==> config.mk <==
export PLATFORM = sky130hd
export DESIGN_NAME = htc_config
export DESIGN_NICKNAME = d
export VERILOG_FILES = /design/src/shared/htc_pkg.sv /design/src/rtl/htc_config.sv
export VERILOG_INCLUDE_DIRS = /design/src /design/src/shared
export SDC_FILE = /design/constraint.sdc
export NUM_CORES = 1
export LEC_CHECK = 0
export ABC_CLOCK_PERIOD_IN_PS = 4730
export BUFFER_PORTS_ARGS = -buffer_cell sky130_fd_sc_hd__buf_2
export CAP_MARGIN = 30
export CORE_AREA = 2 2 96 107
export CTS_BUF_LIST = sky130_fd_sc_hd__clkbuf_4 sky130_fd_sc_hd__clkbuf_8
export DETAILED_ROUTE_END_ITERATION = 8
export DIE_AREA = 0 0 98 109
export PLACE_DENSITY_LB_ADDON = 0.08
export SYNTH_ARGS = -nofsm -noshare
export SYNTH_HDL_FRONTEND = slang
export SYNTH_SLANG_ARGS = --single-unit
==> constraint.sdc <==
create_clock -name clk -period 4.73 [get_ports clk]
set_clock_uncertainty 0.15 [all_clocks]
set_input_delay 1.419 -clock clk [delete_from_list [all_inputs] [get_ports clk]]
set_output_delay 1.419 -clock clk [all_outputs]
set_load 0.05 [all_outputs]
==> src/shared/htc_consts.svh <==
`ifndef HTC_CONSTS_SVH
`define HTC_CONSTS_SVH

// register addresses
`define HTC_ADDR_MEAS_FORCE 16'h20c7
`define HTC_ADDR_ROTATION 16'h20d0
`define HTC_ADDR_HEADROOM 16'h20d1
`define HTC_ADDR_LIMITER 16'h20d2
`define HTC_ADDR_MAX_ATTEN 16'h20d3
`define HTC_ADDR_ATTACK 16'h20d4
`define HTC_ADDR_ENABLE 16'h20df

// reset values
`define HTC_RST_MEAS_FORCE 8'h00
`define HTC_RST_ROTATION 8'h00
`define HTC_RST_HEADROOM 8'h08
`define HTC_RST_LIMITER 8'h00
`define HTC_RST_MAX_ATTEN 8'h0f
`define HTC_RST_ATTACK 8'h02
`define HTC_RST_ENABLE 8'h00

// field positions
`define HTC_BIT_BATTERY_FORCE 1
`define HTC_BIT_POWER_FORCE 0
`define HTC_BIT_LIMITER_MODE 0
`define HTC_BIT_ENABLE 0
`define HTC_ROTATION_MSB 3
`define HTC_HEADROOM_MSB 4
`define HTC_THRESH_MSB 5
`define HTC_THRESH_LSB 1
`define HTC_MAX_ATTEN_MSB 3
`define HTC_ATTACK_MSB 3

// limiter mode encodings
`define HTC_MODE_DISTORTION 1'b0
`define HTC_MODE_LEVEL 1'b1

// timing: attack step at code 0, in ns, and clock period in ns
`define HTC_ATTACK_BASE_NS 20000
`define HTC_CLK_PERIOD_NS 50
`define HTC_ATTACK_BASE_CYCLES (`HTC_ATTACK_BASE_NS / `HTC_CLK_PERIOD_NS)

`endif

==> src/shared/htc_pkg.sv <==
package htc_pkg;

  // configuration fields handed to the gain computer
  typedef struct packed {
    logic [3:0] rotation_point;
    logic [4:0] headroom_sel;
    logic [4:0] limiter_threshold;
    logic limiter_mode;
    logic [3:0] max_attenuation;
    logic [3:0] attack_rate;
    logic enable;
  } htc_gain_cfg_type;

  // measurement converter channel enables
  typedef struct packed {
    logic battery_rail;
    logic power_rail;
  } htc_meas_type;

  typedef enum logic [2:0] {
    HTC_IDLE = 3'b001,
    HTC_HOLD = 3'b010,
    HTC_ATTACK = 3'b100
  } htc_state_type;

endpackage

==> src/rtl/htc_config.sv <==
`timescale 1ns/1ps
`include "htc_consts.svh"

module htc_config #(
  parameter int unsigned ATTACK_BASE_CYCLES = `HTC_ATTACK_BASE_CYCLES
) (
  input wire logic clk,
  input wire logic reset,
  input wire logic [15:0] reg_addr,
  input wire logic [7:0] reg_wdata,
  input wire logic reg_write,
  input wire logic reg_read,
  output logic [7:0] reg_rdata,
  output logic reg_rvalid,
  input wire logic device_enable,
  input wire htc_pkg::htc_meas_type meas_auto_request,
  input wire logic [4:0] supply_threshold,
  input wire logic [3:0] attenuation_request,
  output htc_pkg::htc_meas_type meas_enable,
  output htc_pkg::htc_gain_cfg_type gain_cfg,
  output logic [4:0] limiter_threshold,
  output logic [3:0] attenuation,
  output logic attack_active
);

  // ==========================================================
  // register file
  // ==========================================================
  // seven byte-wide configuration registers on a plain strobe port.
  // each register keeps only the bits that carry a field; the rest
  // are forced to zero on write, so a read-back shows exactly what the
  // downstream logic will act on.
  // addresses are decoded in full: a near-miss address is dropped
  // rather than aliased onto a neighbour, which keeps stray writes
  // from another block on the same port harmless.
  // a write and a read in one cycle: the read sees the old value,
  // because both processes sample the registers before the edge.
  // reserved codes are stored as written; software must avoid them,
  // the hardware does not guard against them.
  //
  // register map summary:
  //   measurement force  - two channel force bits
  //   rotation point     - compressor knee
  //   supply headroom    - shared by compressor and limiter
  //   limiter            - mode bit and fixed threshold
  //   max attenuation    - cap on applied attenuation
  //   attack rate        - rise speed of attenuation
  //   tracking enable    - master switch for attenuation
  logic [7:0] meas_force_cfg;
  logic [7:0] rotation_cfg;
  logic [7:0] headroom_cfg;
  logic [7:0] limiter_cfg;
  logic [7:0] max_atten_cfg;
  logic [7:0] attack_cfg;
  logic [7:0] enable_cfg;

  // only documented bits are stored; reserved bits read back as zero
  always_ff @(posedge clk or posedge reset) begin
    if (reset) begin
      meas_force_cfg <= `HTC_RST_MEAS_FORCE;
      rotation_cfg <= `HTC_RST_ROTATION;
      headroom_cfg <= `HTC_RST_HEADROOM;
      limiter_cfg <= `HTC_RST_LIMITER;
      max_atten_cfg <= `HTC_RST_MAX_ATTEN;
      attack_cfg <= `HTC_RST_ATTACK;
      enable_cfg <= `HTC_RST_ENABLE;
    end else if (reg_write) begin
      unique case (reg_addr)
        `HTC_ADDR_MEAS_FORCE: meas_force_cfg <= {6'h00, reg_wdata[1:0]};
        `HTC_ADDR_ROTATION: rotation_cfg <= {4'h0, reg_wdata[3:0]};
        `HTC_ADDR_HEADROOM: headroom_cfg <= {3'h0, reg_wdata[4:0]};
        `HTC_ADDR_LIMITER: limiter_cfg <= {2'h0, reg_wdata[5:0]};
        `HTC_ADDR_MAX_ATTEN: max_atten_cfg <= {4'h0, reg_wdata[3:0]};
        `HTC_ADDR_ATTACK: attack_cfg <= {4'h0, reg_wdata[3:0]};
        `HTC_ADDR_ENABLE: enable_cfg <= {7'h00, reg_wdata[0]};
        default: ; // unmapped writes are dropped
      endcase
    end
  end

  // read data one cycle after the read strobe; unmapped reads give zero
  always_ff @(posedge clk or posedge reset) begin
    if (reset) begin
      reg_rdata <= 8'h00;
      reg_rvalid <= 1'b0;
    end else begin
      reg_rvalid <= reg_read;
      if (reg_read) begin
        unique case (reg_addr)
          `HTC_ADDR_MEAS_FORCE: reg_rdata <= meas_force_cfg;
          `HTC_ADDR_ROTATION: reg_rdata <= rotation_cfg;
          `HTC_ADDR_HEADROOM: reg_rdata <= headroom_cfg;
          `HTC_ADDR_LIMITER: reg_rdata <= limiter_cfg;
          `HTC_ADDR_MAX_ATTEN: reg_rdata <= max_atten_cfg;
          `HTC_ADDR_ATTACK: reg_rdata <= attack_cfg;
          `HTC_ADDR_ENABLE: reg_rdata <= enable_cfg;
          default: reg_rdata <= 8'h00;
        endcase
      end
    end
  end

  // ==========================================================
  // field decode
  // ==========================================================
  // the enable, mode, cap and attack fields are pulled out once here; the
  // slew logic uses only these, while the output logic indexes the raw bytes for the rest.
  // the mode bit is compared against the level-mode encoding so that
  // a change of encoding only touches the constants header.
  // the attack period doubles per code; with the default base of 400
  // cycles the top defined code needs 400 << 13 cycles, which still
  // fits the 24-bit counter. codes 0xe and 0xf are reserved and would
  // simply give longer periods; the counter is wide enough for 0xf
  // even with the default base count of 400.
  logic tracking_on;
  logic level_mode;
  logic [3:0] max_code;
  logic [3:0] attack_code;
  assign tracking_on = enable_cfg[`HTC_BIT_ENABLE];
  assign level_mode = limiter_cfg[`HTC_BIT_LIMITER_MODE] == `HTC_MODE_LEVEL;
  assign max_code = max_atten_cfg[`HTC_MAX_ATTEN_MSB:0];
  assign attack_code = attack_cfg[`HTC_ATTACK_MSB:0];

  // cycles per dB of attack: base step doubled once per code
  function automatic logic [23:0] attack_period(input logic [3:0] code);
    logic [23:0] base;
    base = ATTACK_BASE_CYCLES[23:0];
    attack_period = base << code;
  endfunction

  // smaller of request and cap; cap code 0 is reserved and left as is
  function automatic logic [3:0] capped(input logic [3:0] req, input logic [3:0] cap);
    capped = (req > cap) ? cap : req;
  endfunction

  // ==========================================================
  // outputs to measurement converter and gain computer
  // ==========================================================
  // every output is registered, so downstream logic sees clean edges
  // one cycle after the cause; the price is one cycle of latency,
  // which is far below any audio-rate concern.
  // measurement channels: a force bit only has effect in the active
  // state. outside it both channels are held off even if the
  // automatic sequencer asks, so an idle device draws no converter
  // current. inside it the force bit and the automatic request are
  // combined, since a clear force bit must not stop automatic use.
  // gain configuration: a plain registered copy of the fields; the
  // gain computer itself decodes the codes into levels.
  // limiter threshold: chosen here so the gain computer has a single
  // threshold input whatever the mode.
  // forced or auto-requested channel runs only in the active state
  always_ff @(posedge clk or posedge reset) begin
    if (reset) begin
      meas_enable <= '0;
    end else begin
      meas_enable.battery_rail <= device_enable &
        (meas_force_cfg[`HTC_BIT_BATTERY_FORCE] | meas_auto_request.battery_rail);
      meas_enable.power_rail <= device_enable &
        (meas_force_cfg[`HTC_BIT_POWER_FORCE] | meas_auto_request.power_rail);
    end
  end

  // raw configuration fields registered for the gain computer
  always_ff @(posedge clk or posedge reset) begin
    if (reset) begin
      gain_cfg <= '0;
    end else begin
      gain_cfg.rotation_point <= rotation_cfg[`HTC_ROTATION_MSB:0];
      gain_cfg.headroom_sel <= headroom_cfg[`HTC_HEADROOM_MSB:0];
      gain_cfg.limiter_threshold <= limiter_cfg[`HTC_THRESH_MSB:`HTC_THRESH_LSB];
      gain_cfg.limiter_mode <= limiter_cfg[`HTC_BIT_LIMITER_MODE];
      gain_cfg.max_attenuation <= max_code;
      gain_cfg.attack_rate <= attack_code;
      gain_cfg.enable <= tracking_on;
    end
  end

  // distortion mode follows the supply; the fixed field is not looked at
  always_ff @(posedge clk or posedge reset) begin
    if (reset) begin
      limiter_threshold <= 5'h00;
    end else if (level_mode) begin
      limiter_threshold <= limiter_cfg[`HTC_THRESH_MSB:`HTC_THRESH_LSB];
    end else begin
      limiter_threshold <= supply_threshold;
    end
  end

  // ==========================================================
  // attenuation slew
  // ==========================================================
  // the requested attenuation is first limited by the programmed cap
  // and by the tracking enable; the result is the target.
  // upward moves are slowed to one db per attack period: a counter
  // runs while the machine is in the attack state and a step is taken
  // when it reaches the period less one, so steps are exactly one
  // period apart.
  // downward moves are applied at once because release shaping is
  // done outside this block; this keeps the cap and the enable
  // effective within one cycle when software lowers them.
  // states:
  //   idle   - only right after reset, leaves on the first cycle
  //   hold   - attenuation at or above target, counter cleared
  //   attack - attenuation below target, counter running
  // the counter restarts on every step and on every drop, so a new
  // rise never inherits a partial period from an earlier one.
  // attack_active mirrors the next state so it rises together with
  // the first counting cycle rather than one cycle after it.
  // hazard: a target that rises while a step is due still waits the
  // full period for each further db, which is the intended limit.
  // cap code 0 is reserved; it acts as a cap of zero, so tracking is
  // then effectively off.
  htc_pkg::htc_state_type state;
  htc_pkg::htc_state_type next_state;
  logic [23:0] step_count;
  logic [3:0] target;
  logic step_done;
  assign target = tracking_on ? capped(attenuation_request, max_code) : 4'h0;
  assign step_done = step_count >= attack_period(attack_code) - 24'h000001;

  always_comb begin
    next_state = state;
    unique case (state)
      htc_pkg::HTC_IDLE: next_state = (target > attenuation) ? htc_pkg::HTC_ATTACK
        : htc_pkg::HTC_HOLD;
      htc_pkg::HTC_HOLD: next_state = (target > attenuation) ? htc_pkg::HTC_ATTACK
        : htc_pkg::HTC_HOLD;
      htc_pkg::HTC_ATTACK: next_state = (target > attenuation) ? htc_pkg::HTC_ATTACK
        : htc_pkg::HTC_HOLD;
      default: next_state = htc_pkg::HTC_IDLE;
    endcase
  end

  always_ff @(posedge clk or posedge reset) begin
    if (reset) begin
      state <= htc_pkg::HTC_IDLE;
    end else begin
      state <= next_state;
    end
  end

  // one dB per attack period upward; release is outside this block,
  // so a lower target is taken at once
  always_ff @(posedge clk or posedge reset) begin
    if (reset) begin
      step_count <= 24'h000000;
      attenuation <= 4'h0;
      attack_active <= 1'b0;
    end else begin
      attack_active <= next_state == htc_pkg::HTC_ATTACK;
      if (target <= attenuation) begin
        attenuation <= target;
        step_count <= 24'h000000;
      end else if (state == htc_pkg::HTC_ATTACK && step_done) begin
        attenuation <= attenuation + 4'h1;
        step_count <= 24'h000000;
      end else if (state == htc_pkg::HTC_ATTACK) begin
        step_count <= step_count + 24'h000001;
      end else begin
        step_count <= 24'h000000;
      end
    end
  end

endmodule // htc_config

# After elaboration in Yosys (flattened, before gate mapping)
# Index checks and enable logic that the tools add are counted.
dict set report classes {
  shifts 1
  add_sub_neg 3
  reduce_logical 10
  magnitude_cmp 4
  bitwise 4
  mux 11
  eq_ne 11
}
# op n
set op_table {}
lappend op_table {{$eq 16x14->1 const B} 7}
lappend op_table {{$mux 24} 3}
lappend op_table {{$pmux 6 s7} 1}
lappend op_table {{$add 24x1->24 const B} 1}
lappend op_table {{$ge 24x24->1} 1}
lappend op_table {{$shl 9x4->24 const A} 1}
lappend op_table {{$sub 24x1->24 const B} 1}
lappend op_table {{$mux 4} 4}
lappend op_table {{$reduce_and 2->1} 7}
lappend op_table {{$gt 4x4->1} 2}
lappend op_table {{$eq 3x3->1 const B} 2}
lappend op_table {{$mux 3} 2}
lappend op_table {{$mux 5} 1}
lappend op_table {{$add 4x1->4 const B} 1}
lappend op_table {{$le 4x4->1} 1}
lappend op_table {{$eq 3x1->1 const B} 1}
lappend op_table {{$eq 3x2->1 const B} 1}
lappend op_table {{$reduce_or 3->1} 1}
lappend op_table {{$and 1x1->1} 2}
lappend op_table {{$or 1x1->1} 2}
lappend op_table {{$reduce_bool 2->1} 1}
lappend op_table {{$logic_and 1x1->1} 1}
dict set report word_totals {
  word_cells 67
  out_inout_bits 45
  register_bits 98
}

# Longest topological paths before layout
dict set report logic_depth {
  word_depth 7
  mapped_depth 17
  ltp_nobuf 15
}

# Worst setup path after synthesis
# No wires, ideal clock.
dict set report synth_path {
  path_kind {input to register}
  from {input attenuation_request[1]}
  to {register step_count[8]}
  arrival_ps 4074
  setup_time_ps 69
  required_ps 4511
  slack_ps 437
  cell_stages 15
  cell_sequence {ha_1 -> nor2b_1 -> o211ai_1 -> a31oi_1 -> mux2i_1 -> nor2b_1 -> ha_1 -> nor2b_1 -> o21a_1 -> o21ai_0 -> a21o_1 -> or3_1 -> buf_6 -> buf_12 -> nor2_4}
}
dict set report synth_via {
  elab_chain_len 5
}
# element line
set synth_rtl {}
lappend synth_rtl {{start, declared} htc_config.sv:18} ;# input wire logic [3:0] attenuation_request,
lappend synth_rtl {{$gt 4x4->1} htc_config.sv:133} ;# capped = (req > cap) ? cap : req;
lappend synth_rtl {{$mux 4 *} htc_config.sv:133}
lappend synth_rtl {{$mux 4 *} htc_config.sv:218} ;# assign target = tracking_on ? capped(attenuation_request, max_code) : 4'h0;
lappend synth_rtl {{$le 4x4->1 *} htc_config.sv:251} ;# if (target <= attenuation) begin
lappend synth_rtl {{$mux 24 *} htc_config.sv:251}
lappend synth_rtl {{end signal, assigned} htc_config.sv:258} ;# step_count <= step_count + 24'h000001;
lappend synth_rtl {{end, declared} htc_config.sv:215} ;# logic [23:0] step_count;
# Mark *: on every way between the ends. The rest lies on a longest branch, timed or not.
# A chain may end at the register's enable or synchronous reset.

# Worst setup path after layout
dict set report layout_path {
  from {input attenuation_request[1]}
  to {register step_count[3]}
}
# Same word-level chain as after synthesis.

==> metrics.md <==
| Metric | Value |
|---|---|
| Max-slew violation count | `0` |
| Full die area | `10700 sq um` |
| Root Driver | `clkbuf_8` |
| Site row count | `38` |
| Vias | `3597` |
| DP Wirelength | `approximately 8 mm` |
| Main synth FF type | `dfrtp_1` |
| Met1 usage | `between 20% and 30%` |
| Finished Core Util | `roughly 60%` |
| Total CTS buffers | `9` |
| Vias in the first global route | `about 3600` |
| GR Util All Layers | `about a fifth` |
| Total length of routed wires | `between 10 and 15 mm` |
| Final worst path period share | `90.9%` |
| Remaining Overflow, GRT | `0` |
| Min Tclk post-route | `4.30 ns` |
| Synth Cell Area | `5140 sq um` |
| # IOs | `85` |
| Placer Congestion | `0.830` |
| Final Worst Setup Slack | `roughly 0.43 ns` |
| DIE WIDTH | `between 90 and 100 um` |
| Seq/Total Area, Yosys | `46.4%` |
| Hold buffers post-CTS | `0` |
| Cell taking the most area after synthesis | `dfrtp_1` |
| Via-to-Cell Ratio | `around 5.4` |
| Worst Max-Slew Pin Slew | `about 0.84 ns` |
| Clk_lat worst skew | `around 0.37 ns` |
| Clock slew at reported path FFs | `0.09 ns` |
| Avg Cell Area, Syn | `around 11 sq um` |
| Peak Freq | `0.233 GHz` |
| Critical path peak fanout | `24` |
| Ys Warns | `0` |
| Fillers | `between 800 and 900` |
| Met2 usage | `about a third` |
| Arrival time worst endpoint | `roughly 4.5 ns` |
| Syn Inst Count | `455` |
| WP data required | `4.88 ns` |
| Status | `completed` |
| Synth cell count leaders | `dfrtp_1 (88), ha_1 (34), nand2_1 (34)` |
| Synth cell types | `63` |
| Num Clock Sinks | `95` |
| Met3 usage | `3.01%` |
| WL/cell | `about 16 um` |
| H-tree lvl count | `3` |
| RSZ-0062 raised after global routing | `false` |
| DR DRC count | `0` |
| Max-slew headroom | `44.2%` |
| Top cell type's share of synthesized area | `42.8%` |
| Power Density | `255 nW/um^2` |
| Core Region | `9650 sq um` |
| Post-synth EDFFs | `0` |
| DR pass1 iterations | `4` |
| First-pass GRT wire length | `17.4 mm` |
| Initial Utilization | `53.3%` |
| Initial DRC Count | `~120` |
| Share of layout cells above drive strength 1 | `29.7%` |
| CTS tree | `built` |
| P_leak | `2.74 nW` |
| Synth top area cells | `dfrtp_1 (43%), ha_1 (8.3%), mux2_1 (4.8%)` |
| Worst reg-to-reg setup slack | `0.43 ns` |
| Max rail drop VDD | `0.183 mV` |
| Pre-CTS worst setup slack | `0.0910 ns` |
| Async S/R FF share, synth | `100%` |
| Max-cap viol count | `0` |
| Crit start category | `input pin` |
| Finish-stage setup viols | `0` |
| Final Hold Fails | `0` |
| Detail Route Antenna Nets | `0` |
| Layout Nets | `611` |
| Most common cell in the synthesized netlist | `dfrtp_1` |
| Buffers added on ports | `80` |
| Largest net degree at the start of global routing | `between 60 and 70` |
| Non-Filler Instances | `662` |
| # diodes | `0` |
| Antenna violations before repair | `0` |
| # placed instances | `between 600 and 700` |
| Gr busiest metal | `met2` |
| HP Class | `reg2reg` |
| Setup Fix Bufs, Post-CTS | `0` |
| Die Y | `between 100 and 150 um` |
| Setup crit end kind | `flip-flop` |
| Post-synthesis register bit count | `95` |
| Clock Path Buffers | `2` |
| Crit Path Class | `in2reg` |
| Post-route setup TNS | `0 ns` |
| Area Growth Syn to Fin | `14.0%` |
-- worst max-delay path, cell delays in order --
cell and delay, ns:
buf_2 0.11, ha_1 0.28, nor2b_1 0.13, o211ai_1 0.09, a31oi_1 0.33, buf_4 0.19, mux2i_1 0.34, ha_1 0.32
and4_1 0.22, a21o_1 0.16, or3_2 0.50, buf_12 0.21, nor2_1 0.13
-- kinds of logic (layout without fill, tap and decap cells) --
kind of cell | Yosys count | in the layout | synth area share [%]
compound gates | 64 | 64 | 8.47
xor+xnor | 29 | 29 | 4.94
fa+ha+maj | 34 | 34 | 8.28
buf+inv | 37 | 123 | 3.65
flops | 95 | 95 | 46.4
mux | 41 | 41 | 9.76
other cells | 1 | 2 | 0.0730
simple gates | 154 | 154 | 18.4
-- where the power goes --
part	internal (mW)	switching (mW)	total [mW]
clock	0.265	0.291	0.556
combinational	0.0322	0.0671	0.0993
sequential	0.829	0.00895	0.838
-- layer usage --
metal  up-vias  wire length [um]
li1       1769                 -
met1      1749              4720
met2        63              5200
met3        16               335
met4         0               212
met5         -                 0
-- final timing paths --
| path | from | depth (start not counted) | end |
|---|---|---|---|
| setup reg to reg | attack_cfg[1]$_DFFE_PP1P_ | 17 | step_count[3]$_DFF_PP0_ |
| min in group asynchronous | reset | 2 | limiter_threshold[4]$_DFF_PP0_ |
| setup / recovery | attenuation_request[1] | 13 | step_count[3]$_DFF_PP0_ |
| hold reg to reg | rotation_cfg[1]$_DFFE_PP0P_ | 0 | gain_cfg[21]$_DFF_PP0_ |
| max in group asynchronous | reset | 3 | state[0]$_DFF_PP1_ |
| hold / removal | rotation_cfg[1]$_DFFE_PP0P_ | 0 | gain_cfg[21]$_DFF_PP0_ |
-- cell usage in the layout, fill, tap and decap left out, types with 4 or more instances in the layout --
cell type / synthesis / final
a21oi_1: 12 / 12
a22o_1: 4 / 4
and3_1: 7 / 7
and4_1: 4 / 4
buf_2: 1 / 80
buf_4: 2 / 5
clkbuf_8: 0 / 10
dfrtp_1: 88 / 88
dfstp_2: 7 / 7
ha_1: 34 / 34
inv_1: 21 / 20
mux2_1: 22 / 22
mux2_2: 11 / 11
mux2i_1: 4 / 4
mux4_2: 4 / 4
nand2_1: 34 / 34
nand3_1: 16 / 16
nand4_1: 7 / 7
nor2_1: 26 / 26
nor2_4: 18 / 18
nor2b_1: 8 / 8
nor3_1: 6 / 6
o21a_1: 4 / 4
o21ai_0: 17 / 17
xnor2_1: 19 / 19
xor2_1: 10 / 10
-- cell type report --
type | count | area (sq um) | area share (%)
clock buffer | 11 | 145 | 2.48
multi-input combinational | 324 | 2580 | 44.1
timing repair buffer | 86 | 458 | 7.82
inverter | 21 | 81.3 | 1.39
clock inverter | 5 | 56.3 | 0.961
tap | 120 | 150 | 2.56
sequential | 95 | 2390 | 40.7
-- state kept, by name (all words and copies together), names as in the netlist --
name,cells
gain_cfg,24
step_count,24
limiter_cfg,6
reg_rdata,6
headroom_cfg,5
limiter_threshold,5
attack_cfg,4
attenuation,4
max_atten_cfg,4
rotation_cfg,4
meas_enable,2
meas_force_cfg,2
state,2
attack_active,1
enable_cfg,1
reg_rvalid,1
-- what timing repair did --
action / in CTS / in global routing
setup endpoints to repair: 0 / 2
endpoints found under the hold margin: 0 / 0
resized for setup: 0 / 1
-- through the flow --
| step | instance area (sq um) | hold slack [ns] | total power, mW |
|---|---|---|---|
| global placement | 5650 | 0.224 | 0.951 |
| detailed placement | 5650 | 0.234 | 0.955 |
| finish | 5860 | 0.252 | 1.49 |
| CTS | 5850 | 0.255 | 1.51 |
| global route | 5860 | 0.273 | 1.55 |
| floorplan | 5140 | 0.202 | 0.917 |
No activity file was read; power rests on OpenSTA's default activity.
